`config.mk`:
```
export PLATFORM = sky130hd
export DESIGN_NAME = dtb_exec
export DESIGN_NICKNAME = d
export VERILOG_FILES = /design/src/logic/dtb_pkg.sv /design/src/logic/dtb_shift_unit.sv /design/src/logic/dtb_exec.sv
export SDC_FILE = /design/constraint.sdc
export NUM_CORES = 1
export LEC_CHECK = 0
export BUFFER_PORTS_ARGS = -buffer_cell sky130_fd_sc_hd__clkbuf_2
export CORE_AREA = 2 2 260 185
export CTS_BUF_LIST = sky130_fd_sc_hd__clkbuf_2
export DETAILED_ROUTE_END_ITERATION = 6
export DIE_AREA = 0 0 262 187
export HOLD_SLACK_MARGIN = 0.15
export PLACE_DENSITY_LB_ADDON = 0.3
export SLEW_MARGIN = 20
export SYNTH_ARGS = -nofsm -noshare
export SYNTH_HDL_FRONTEND = slang
export SYNTH_HIERARCHICAL = 1
export SYNTH_SLANG_ARGS = --single-unit
```
`constraint.sdc`:
```
create_clock -name clk_sys -period 4.2 [get_ports clk_sys]
set_input_delay 0.84 -clock clk_sys [delete_from_list [all_inputs] [get_ports clk_sys]]
set_output_delay 0.84 -clock clk_sys [all_outputs]
set_load 0.02 [all_outputs]
```
`src/logic/dtb_pkg.sv`:
```
// shared constants, types and field layouts of the data transfer and bit execution unit
package dtb_pkg;

    // ****************************************************************
    // sizes, indices and reset values
    // ****************************************************************
    localparam int GPR_COUNT = 32;
    localparam logic [7:0] GPR_RESET = 8'h00;
    localparam logic [4:0] GPR_R0_IDX = 5'h00;
    localparam logic [4:0] GPR_R1_IDX = 5'h01;
    localparam int Z_LO_IDX = 30;
    localparam int Z_HI_IDX = 31;
    localparam logic [15:0] SP_RESET = 16'h0000;
    localparam logic [15:0] ONE16 = 16'h0001;
    localparam logic [7:0] FLAGS_RESET = 8'h00;

    // ****************************************************************
    // status flag positions
    // ****************************************************************
    localparam logic [2:0] FLAG_C = 3'h0;
    localparam logic [2:0] FLAG_Z = 3'h1;
    localparam logic [2:0] FLAG_N = 3'h2;
    localparam logic [2:0] FLAG_V = 3'h3;
    localparam logic [2:0] FLAG_T = 3'h6;

    // ****************************************************************
    // software register map
    // ****************************************************************
    localparam logic [7:0] REG_GPR_LIMIT = 8'h20;
    localparam logic [7:0] REG_STATUS_FLAGS = 8'h20;
    localparam logic [7:0] REG_STACK_PTR_LO = 8'h21;
    localparam logic [7:0] REG_STACK_PTR_HI = 8'h22;
    localparam logic [7:0] REG_UNIT_STATE = 8'h23;

    // ****************************************************************
    // types
    // ****************************************************************
    typedef enum logic [4:0] {
        OP_PROGRAM_MEM_READ_INC,
        OP_PROGRAM_MEM_WRITE,
        OP_PORT_IN,
        OP_PORT_OUT,
        OP_STACK_PUSH,
        OP_STACK_POP,
        OP_IO_BIT_SET,
        OP_IO_BIT_CLEAR,
        OP_SHIFT_LEFT_LOGICAL,
        OP_SHIFT_RIGHT_LOGICAL,
        OP_ROTATE_LEFT_CARRY,
        OP_ROTATE_RIGHT_CARRY,
        OP_SHIFT_RIGHT_ARITH,
        OP_NIBBLE_SWAP,
        OP_STATUS_BIT_SET,
        OP_STATUS_BIT_CLEAR,
        OP_BIT_TO_FLAG_STORE
    } dtb_op_t;

    typedef enum logic [2:0] {
        ST_IDLE,
        ST_PM_FETCH,
        ST_PM_TAKE,
        ST_PM_STORE,
        ST_IO_MODIFY,
        ST_STACK_PUSH,
        ST_STACK_POP
    } dtb_state_t;

    typedef struct packed {
        dtb_op_t op;
        logic [4:0] rd;
        logic [4:0] rr;
        logic [5:0] io_addr;
        logic [2:0] bit_sel;
    } dtb_cmd_t;

    typedef struct packed {
        logic z;
        logic c;
        logic n;
        logic v;
    } dtb_shift_flags_t;

    typedef struct packed {
        logic rd;
        logic we;
        logic [14:0] addr;
        logic [15:0] wdata;
    } dtb_pm_req_t;

    typedef struct packed {
        logic we;
        logic [5:0] addr;
        logic [7:0] wdata;
    } dtb_io_req_t;

    typedef struct packed {
        logic we;
        logic re;
        logic [15:0] addr;
        logic [7:0] wdata;
    } dtb_st_req_t;

endpackage : dtb_pkg

```
`src/logic/dtb_shift_unit.sv`:
```
// single register shift, rotate and nibble swap with flag results
`timescale 1ns/1ps
module dtb_shift_unit
    import dtb_pkg::*;
(
    input dtb_op_t op,
    input logic [7:0] operand,
    input logic carry_in,
    output logic [7:0] result,
    output dtb_shift_flags_t flags,
    output logic flags_upd
);

    always_comb begin
        result = operand;
        flags.c = 1'b0;
        flags_upd = 1'b1;
        case (op)
            OP_SHIFT_LEFT_LOGICAL: begin
                result = {operand[6:0], 1'b0};
                flags.c = operand[7];
            end
            OP_SHIFT_RIGHT_LOGICAL: begin
                result = {1'b0, operand[7:1]};
                flags.c = operand[0];
            end
            OP_ROTATE_LEFT_CARRY: begin
                result = {operand[6:0], carry_in};
                flags.c = operand[7];
            end
            OP_ROTATE_RIGHT_CARRY: begin
                result = {carry_in, operand[7:1]};
                flags.c = operand[0];
            end
            OP_SHIFT_RIGHT_ARITH: begin
                result = {operand[7], operand[7:1]};
                flags.c = operand[0];
            end
            OP_NIBBLE_SWAP: begin
                result = {operand[3:0], operand[7:4]};
                flags_upd = 1'b0;
            end
            default: begin
                flags_upd = 1'b0;
            end
        endcase
        flags.z = (result == 8'h00);
        flags.n = result[7];
        flags.v = flags.n ^ flags.c;
    end

endmodule : dtb_shift_unit

```
`src/logic/dtb_exec.sv`:
```
// execution unit for program memory, port, stack, bit and shift instructions
`timescale 1ns/1ps
// ****************************************************************
// What this block does
// - program memory read loads byte at pointer, bumps pointer, three cycles, flags kept
// - program memory write stores r1:r0 word at pointer, flags kept
// - port input copies selected I/O register into destination in one cycle
// - port output writes source register to selected I/O register in one cycle
// - push places source register on stack in two cycles, flags kept
// - pop loads top stack byte into destination in two cycles, flags kept
// - I/O bit set forces one bit to one, others kept, two cycles
// - I/O bit clear forces one bit to zero, others kept, two cycles
// - left shift moves bits up, zero into bit zero, one cycle, flags
// - right shift moves bits down, zero into bit seven, flags updated
// - rotate left puts old carry in bit zero, bit seven to carry
// - rotate right puts old carry in bit seven, bit zero to carry
// - arithmetic right shift keeps bit seven, one cycle, flags updated
// - nibble swap exchanges halves in one cycle, no flag touched
// - flag set raises only the selected status bit in one cycle
// - flag clear lowers only the selected status bit in one cycle
// - bit store copies chosen source bit into transfer flag only
// ****************************************************************
module dtb_exec
    import dtb_pkg::*;
(
    input logic clk_sys,
    input logic sys_rst,
    // instruction issue
    input logic cmd_valid,
    input dtb_cmd_t cmd,
    output logic cmd_ready,
    output logic done,
    // software register port
    input logic [7:0] reg_addr,
    input logic [7:0] reg_wdata,
    input logic reg_we,
    input logic reg_re,
    output logic [7:0] reg_rdata,
    // program memory, read data one cycle after the strobe
    output dtb_pm_req_t pm_req,
    input logic [15:0] pm_rdata,
    // I/O register space, read is combinational
    output logic [5:0] io_raddr,
    input logic [7:0] io_rdata,
    output dtb_io_req_t io_req,
    // data stack, read data in the strobe cycle
    output dtb_st_req_t st_req,
    input logic [7:0] st_rdata
);

    // ****************************************************************
    // state
    // ****************************************************************
    dtb_state_t state_r;
    dtb_state_t state_nxt;
    dtb_cmd_t cmd_r;
    logic [7:0] gpr_r [0:GPR_COUNT-1];
    logic [7:0] flags_r;
    logic [7:0] flags_nxt;
    logic [15:0] sp_r;
    logic pm_byte_hi_r;
    logic done_r;
    dtb_pm_req_t pm_req_r;
    dtb_io_req_t io_req_r;
    dtb_st_req_t st_req_r;
    logic [7:0] reg_rdata_r;

    logic issue;
    logic [7:0] rd_val;
    logic [7:0] rr_val;
    logic [15:0] z_val;
    logic [15:0] z_next;
    logic [7:0] io_in_val;
    logic [7:0] bit_mask;
    logic gpr_we;
    logic [4:0] gpr_waddr;
    logic [7:0] gpr_wdata;
    logic z_inc;
    logic bus_gpr_we;
    logic [7:0] sh_result;
    dtb_shift_flags_t sh_flags;
    logic sh_flags_upd;

    assign cmd_ready = (state_r == ST_IDLE);
    assign issue = cmd_valid && cmd_ready;
    assign rd_val = gpr_r[cmd.rd];
    assign rr_val = gpr_r[cmd.rr];
    assign z_val = {gpr_r[Z_HI_IDX], gpr_r[Z_LO_IDX]};
    assign z_next = z_val + ONE16;
    assign bit_mask = 8'h01 << cmd.bit_sel;
    assign bus_gpr_we = reg_we && (reg_addr < REG_GPR_LIMIT);
    assign io_raddr = cmd.io_addr;
    // a write still standing on the port has not landed yet, so forward it
    assign io_in_val = (io_req_r.we && io_req_r.addr == cmd.io_addr) ? io_req_r.wdata : io_rdata;

    assign pm_req = pm_req_r;
    assign io_req = io_req_r;
    assign st_req = st_req_r;
    assign reg_rdata = reg_rdata_r;
    assign done = done_r;

    dtb_shift_unit u_shift (
        .op(cmd.op),
        .operand(rd_val),
        .carry_in(flags_r[FLAG_C]),
        .result(sh_result),
        .flags(sh_flags),
        .flags_upd(sh_flags_upd)
    );

    // ****************************************************************
    // sequencing
    // ****************************************************************
    always_comb begin
        state_nxt = state_r;
        unique case (state_r)
            ST_IDLE: begin
                if (issue) begin
                    case (cmd.op)
                        OP_PROGRAM_MEM_READ_INC: state_nxt = ST_PM_FETCH;
                        OP_PROGRAM_MEM_WRITE: state_nxt = ST_PM_STORE;
                        OP_IO_BIT_SET: state_nxt = ST_IO_MODIFY;
                        OP_IO_BIT_CLEAR: state_nxt = ST_IO_MODIFY;
                        OP_STACK_PUSH: state_nxt = ST_STACK_PUSH;
                        OP_STACK_POP: state_nxt = ST_STACK_POP;
                        default: state_nxt = ST_IDLE;
                    endcase
                end
            end
            ST_PM_FETCH: state_nxt = ST_PM_TAKE;
            ST_PM_TAKE: state_nxt = ST_IDLE;
            ST_PM_STORE: state_nxt = ST_IDLE;
            ST_IO_MODIFY: state_nxt = ST_IDLE;
            ST_STACK_PUSH: state_nxt = ST_IDLE;
            ST_STACK_POP: state_nxt = ST_IDLE;
        endcase
    end

    always_ff @(posedge clk_sys) begin
        if (sys_rst) begin
            state_r <= ST_IDLE;
        end else begin
            state_r <= state_nxt;
        end
    end

    always_ff @(posedge clk_sys) begin
        if (sys_rst) begin
            cmd_r <= '0;
            pm_byte_hi_r <= 1'b0;
        end else if (issue) begin
            cmd_r <= cmd;
            pm_byte_hi_r <= z_val[0];
        end
    end

    // the last cycle of every instruction is flagged one cycle later
    always_ff @(posedge clk_sys) begin
        if (sys_rst) begin
            done_r <= 1'b0;
        end else if (state_r == ST_IDLE) begin
            done_r <= issue && (state_nxt == ST_IDLE);
        end else begin
            done_r <= (state_nxt == ST_IDLE);
        end
    end

    // ****************************************************************
    // outside requests, strobes last one cycle
    // ****************************************************************
    always_ff @(posedge clk_sys) begin
        if (sys_rst) begin
            pm_req_r <= '0;
        end else begin
            pm_req_r.rd <= issue && cmd.op == OP_PROGRAM_MEM_READ_INC;
            pm_req_r.we <= issue && cmd.op == OP_PROGRAM_MEM_WRITE;
            if (issue) begin
                pm_req_r.addr <= z_val[15:1];
                pm_req_r.wdata <= {gpr_r[GPR_R1_IDX], gpr_r[GPR_R0_IDX]};
            end
        end
    end

    always_ff @(posedge clk_sys) begin
        if (sys_rst) begin
            io_req_r <= '0;
        end else begin
            io_req_r.we <= 1'b0;
            if (issue) begin
                io_req_r.addr <= cmd.io_addr;
                case (cmd.op)
                    OP_PORT_OUT: begin
                        io_req_r.we <= 1'b1;
                        io_req_r.wdata <= rr_val;
                    end
                    OP_IO_BIT_SET: begin
                        io_req_r.we <= 1'b1;
                        io_req_r.wdata <= io_in_val | bit_mask;
                    end
                    OP_IO_BIT_CLEAR: begin
                        io_req_r.we <= 1'b1;
                        io_req_r.wdata <= io_in_val & ~bit_mask;
                    end
                    default: io_req_r.we <= 1'b0;
                endcase
            end
        end
    end

    // stack grows downward: push stores then decrements, pop increments then loads
    always_ff @(posedge clk_sys) begin
        if (sys_rst) begin
            st_req_r <= '0;
        end else begin
            st_req_r.we <= issue && cmd.op == OP_STACK_PUSH;
            st_req_r.re <= issue && cmd.op == OP_STACK_POP;
            if (issue && cmd.op == OP_STACK_PUSH) begin
                st_req_r.addr <= sp_r;
                st_req_r.wdata <= rr_val;
            end else if (issue && cmd.op == OP_STACK_POP) begin
                st_req_r.addr <= sp_r + ONE16;
            end
        end
    end

    always_ff @(posedge clk_sys) begin
        if (sys_rst) begin
            sp_r <= SP_RESET;
        end else if (issue && cmd.op == OP_STACK_PUSH) begin
            sp_r <= sp_r - ONE16;
        end else if (issue && cmd.op == OP_STACK_POP) begin
            sp_r <= sp_r + ONE16;
        end else if (reg_we && reg_addr == REG_STACK_PTR_LO) begin
            sp_r[7:0] <= reg_wdata;
        end else if (reg_we && reg_addr == REG_STACK_PTR_HI) begin
            sp_r[15:8] <= reg_wdata;
        end
    end

    // ****************************************************************
    // register file write back
    // ****************************************************************
    always_comb begin
        gpr_we = 1'b0;
        gpr_waddr = cmd.rd;
        gpr_wdata = sh_result;
        z_inc = 1'b0;
        if (issue && cmd.op == OP_PORT_IN) begin
            gpr_we = 1'b1;
            gpr_wdata = io_in_val;
        end else if (issue && (cmd.op == OP_NIBBLE_SWAP || sh_flags_upd)) begin
            gpr_we = 1'b1;
        end else if (state_r == ST_PM_TAKE) begin
            gpr_we = 1'b1;
            gpr_waddr = cmd_r.rd;
            gpr_wdata = pm_byte_hi_r ? pm_rdata[15:8] : pm_rdata[7:0];
            z_inc = 1'b1;
        end else if (state_r == ST_STACK_POP) begin
            gpr_we = 1'b1;
            gpr_waddr = cmd_r.rd;
            gpr_wdata = st_rdata;
        end
    end

    // instruction results win over a software write to the same entry
    for (genvar gi = 0; gi < GPR_COUNT; gi++) begin : g_gpr
        always_ff @(posedge clk_sys) begin
            if (sys_rst) begin
                gpr_r[gi] <= GPR_RESET;
            end else if (gpr_we && gpr_waddr == 5'(gi)) begin
                gpr_r[gi] <= gpr_wdata;
            end else if (z_inc && gi == Z_LO_IDX) begin
                gpr_r[gi] <= z_next[7:0];
            end else if (z_inc && gi == Z_HI_IDX) begin
                gpr_r[gi] <= z_next[15:8];
            end else if (bus_gpr_we && reg_addr[4:0] == 5'(gi)) begin
                gpr_r[gi] <= reg_wdata;
            end
        end
    end

    // ****************************************************************
    // status flags
    // ****************************************************************
    always_comb begin
        flags_nxt = (reg_we && reg_addr == REG_STATUS_FLAGS) ? reg_wdata : flags_r;
        if (issue) begin
            case (cmd.op)
                OP_STATUS_BIT_SET: flags_nxt[cmd.bit_sel] = 1'b1;
                OP_STATUS_BIT_CLEAR: flags_nxt[cmd.bit_sel] = 1'b0;
                OP_BIT_TO_FLAG_STORE: flags_nxt[FLAG_T] = rr_val[cmd.bit_sel];
                default: begin
                    if (sh_flags_upd) begin
                        flags_nxt[FLAG_Z] = sh_flags.z;
                        flags_nxt[FLAG_C] = sh_flags.c;
                        flags_nxt[FLAG_N] = sh_flags.n;
                        flags_nxt[FLAG_V] = sh_flags.v;
                    end
                end
            endcase
        end
    end

    always_ff @(posedge clk_sys) begin
        if (sys_rst) begin
            flags_r <= FLAGS_RESET;
        end else begin
            flags_r <= flags_nxt;
        end
    end

    // ****************************************************************
    // software read port
    // ****************************************************************
    always_ff @(posedge clk_sys) begin
        if (sys_rst) begin
            reg_rdata_r <= 8'h00;
        end else if (reg_re) begin
            if (reg_addr < REG_GPR_LIMIT) begin
                reg_rdata_r <= gpr_r[reg_addr[4:0]];
            end else if (reg_addr == REG_STATUS_FLAGS) begin
                reg_rdata_r <= flags_r;
            end else if (reg_addr == REG_STACK_PTR_LO) begin
                reg_rdata_r <= sp_r[7:0];
            end else if (reg_addr == REG_STACK_PTR_HI) begin
                reg_rdata_r <= sp_r[15:8];
            end else if (reg_addr == REG_UNIT_STATE) begin
                reg_rdata_r <= {7'h00, ~cmd_ready};
            end else begin
                reg_rdata_r <= 8'h00;
            end
        end else begin
            reg_rdata_r <= 8'h00;
        end
    end

endmodule : dtb_exec

```
==> flow_summary.ini <==
[outcome]
status = finished with violations
violations = design-rule violations

[clock_network]
numCtsBuffers = 91
cts_tree = yes
clkTransAtPathRegs_ns = 0.11
clk_path_buf_depth = 3
clock-root-buffer = clkbuf_2
clock_latency_ns = 1.16
cts_setup_buffers = 0
cts_sinks = 372
cts_max_level = 3

[sta]
post-route-min-period_ns = 4.14
tightest_slew_ns = 1.14
slew_headroom = 0.241
fin_tns_setup_ns = 0
rsz0062_at_grt = false
hold_ws_ns = 0.248
finalHoldViolCount = 0
period_share = 0.985
max_freq_mhz = 242
worst_slack_ns = 0.0633
setup_viol = 0
finalMaxSlewViolations = 0
skew_ns = 0.0884

[final_layout]
fin_util = 0.604
area_growth_pct = 11.8
fill_cells = 3822
drive_above_1_share = 0.338
finalNetCount = 2427

[yosys]
synth_seq_cells = 372
synthDistinctLibCells = 97
ys_warn_count = 6
synthArstFlopShare = 0
yosysSeqAreaShare = 0.395
synth.top_cell.area_share = 0.303
yosys-top-cells-area = edfxtp_1 30%, mux4_2 19%, dfxtp_1 9.2%
synthAdderAreaFrac = 0.00148
synthMuxAreaShare = 0.228
yosysTopAreaCell = edfxtp_1
synth_compound_area_frac = 0.190
yosysMostFrequentCell = edfxtp_1
synth_cells = 2159
synth_xor_area_frac = 0.0148
synth_simple_gate_area_frac = 0.125
synth.cell_area_um2 = 25400
synth_top_family_by_area = multiplexers
ys_top_cells_by_count = 256 x edfxtp_1, 233 x a22o_1, 219 x mux4_2
synth-edff-count = 256
syn-num-nets = 2239
ys.flop_type = edfxtp_1
avgSynthCellArea_um2 = 11.7

[drt]
dr.pass1.iters = 7
drtAntennaViolNets = 0
wirelength_mm = 106
drc = 12
avgViaCountPerCell = 7.71
drt_iter0_markers = 4742
wl_per_cell_um = 34.7
vias = 23466

[floorplanning]
die_area_um2 = 49000
core_um2 = 46900
io_pins = 167
rows = 67
initial_core_util = 0.540
die_x_um = 262
die_h_um = 187

[power]
ir_drop_mv = 0.252
power.density_nw_per_um2 = 306
power_leakage_nw = 10.4

[critical_path]
path_cells = mux4_2 -> mux4_2 -> mux2_2 -> a222oi_1 -> nand2_1 -> nand2_1 -> o211ai_1 -> o31a_1 -> buf_12 -> a22o_1
arrival_ns = 4.97
reg2reg_from = gpr_r[1][1]$_DFFE_PP_
rrSetupSlack_ns = 0.06
end_kind = flip-flop
crit_cells = 10
worst-path-buf-inv = 1
startpoint = gpr_r[1][1]$_DFFE_PP_
crit_slowest_cell = edfxtp_1
r2r_cells = 10
critPathCapture = gpr_r[9][2]$_DFFE_PP_
worstSetupPathType = flip-flop to flip-flop
crit_required_ns = 5.03
critPathMaxFanout = 29
r2r-end = gpr_r[9][2]$_DFFE_PP_
cp_top_family = multiplexers
worstSetupStartpointType = flip-flop
max_stage_delay_ns = 0.65

[global_routing]
antenna_found_initial = 4
grt_pass1_wl_mm = 151
first_global_vias = 21867
grt_max_degree = 97
overflow = 0
grt_usage = 0.429

[place]
place_congestion = 1.11
post-place-ws_ns = -0.411
port_buffers = 166
dpl.hpwl_mm = 77.7

[min_path]
min_path_type = input port to flip-flop

[run]
drv_cap = 0
==> tightest hold or removal path, delay by kind of cell <==
family | cells | cell delay, ns
buffers and inverters | 2 | 0.34
AO/OA/AOI/OAI | 1 | 0.07
AND/OR/NAND/NOR | 1 | 0.07
==> state kept, by name, summed over array words and instances (netlist names) <==
register      cells
st_req           26
state_r           3
pm_req           33
cmd_r             5
pm_byte_hi_r      1
io_req           15
gpr_r           256
done              1
sp_r             16
flags_r           8
reg_rdata         8
==> logic make-up (layout without fill, tap and decap cells) <==
kind of cell               Yosys count  after routing
AOI/OAI and AO/OA                  599            599
and+or+nand+nor                    592            592
DFF                                372            372
muxes                              293            293
buffers and inverters              257            519
xor gates and xnor gates            43             43
adders and majority gates            3              3
other                                0              1
==> where the power goes <==
| group | internal (mW) | switching [mW] | leakage (nW) |
|---|---|---|---|
| clock | 0.839 | 1.65 | 0.624 |
| combinational | 0.735 | 1.29 | 6.21 |
| sequential | 4.03 | 0.145 | 3.59 |
==> final cells by class <==
type | count | area, um^2 | area share
multi-input cells | 1530 | 14300 | 0.504
flip-flops and latches | 372 | 10000 | 0.353
repair buffers | 329 | 2380 | 0.0839
well taps | 621 | 777 | 0.0274
clock buffers | 127 | 636 | 0.0224
clock inverters | 40 | 183 | 0.00644
inverters | 23 | 86.3 | 0.00304
diodes | 1 | 2.50 | 0.0000882
==> metrics by stage <==
stage                     std cells  power (mW)  cell area [um^2]
after floorplan                2159        5.31             25400
after global placement         2860        6.10             27400
after detailed placement       2860        6.13             27400
after CTS                      3042        8.56             28400
after global routing           3043        8.88             28400
final                          3043        8.69             28400
==> cells in the final DEF, fill, tap and decap left out, types with 14 or more instances in the layout <==
master	count
clkbuf_2	286
edfxtp_1	256
a22o_1	233
mux4_2	219
nand2_1	216
buf_4	131
dfxtp_1	116
nor2_1	110
a21oi_1	88
a221o_1	41
mux2i_1	39
nand3_1	37
nor3_1	36
o21ai_0	32
mux2_2	29
a211oi_2	26
xnor2_1	26
and3_1	26
a211oi_1	23
buf_12	22
clkinv_1	21
nor3_2	20
inv_1	19
xor2_1	17
nand4_1	16
a31oi_1	15
dlygate4sd3_1	15
nor2b_1	14
==> worst min-delay path by stage <==
stage / startpoint / endpoint / slack, ns / cells after the start
after floorplan: cmd_r[18]$_SDFFE_PP0P_ / cmd_r[18]$_SDFFE_PP0P_ / 0.46 / 2
after global placement: pm_req[23]$_SDFFE_PP0P_ / pm_req[23]$_SDFFE_PP0P_ / 0.44 / 2
after detailed placement: pm_req[5]$_SDFFE_PP0P_ / pm_req[5]$_SDFFE_PP0P_ / 0.45 / 2
after CTS: reg_addr[5] / reg_rdata[7]$_SDFF_PP0_ / 0.17 / 5
after global routing: cmd[15] / cmd_r[15]$_SDFFE_PP0P_ / 0.22 / 4
final: cmd[15] / cmd_r[15]$_SDFFE_PP0P_ / 0.25 / 4
==> what timing repair did <==
item,in CTS,in global routing
hold endpoints to repair,22,0
hold buffers,15,0
gates resized for setup,0,0
endpoints found under the setup margin,0,0
==> layer usage <==
| layer | up-vias | global-route usage | wire [um] |
|---|---|---|---|
| li1 | 9194 | - | - |
| met1 | 11464 | 0.600 | 38500 |
| met2 | 2370 | 0.539 | 40400 |
| met3 | 434 | 0.232 | 20700 |
| met4 | 4 | 0.192 | 5790 |
| met5 | - | 0.0159 | 99 |
Power figures use the tool's default switching activity.
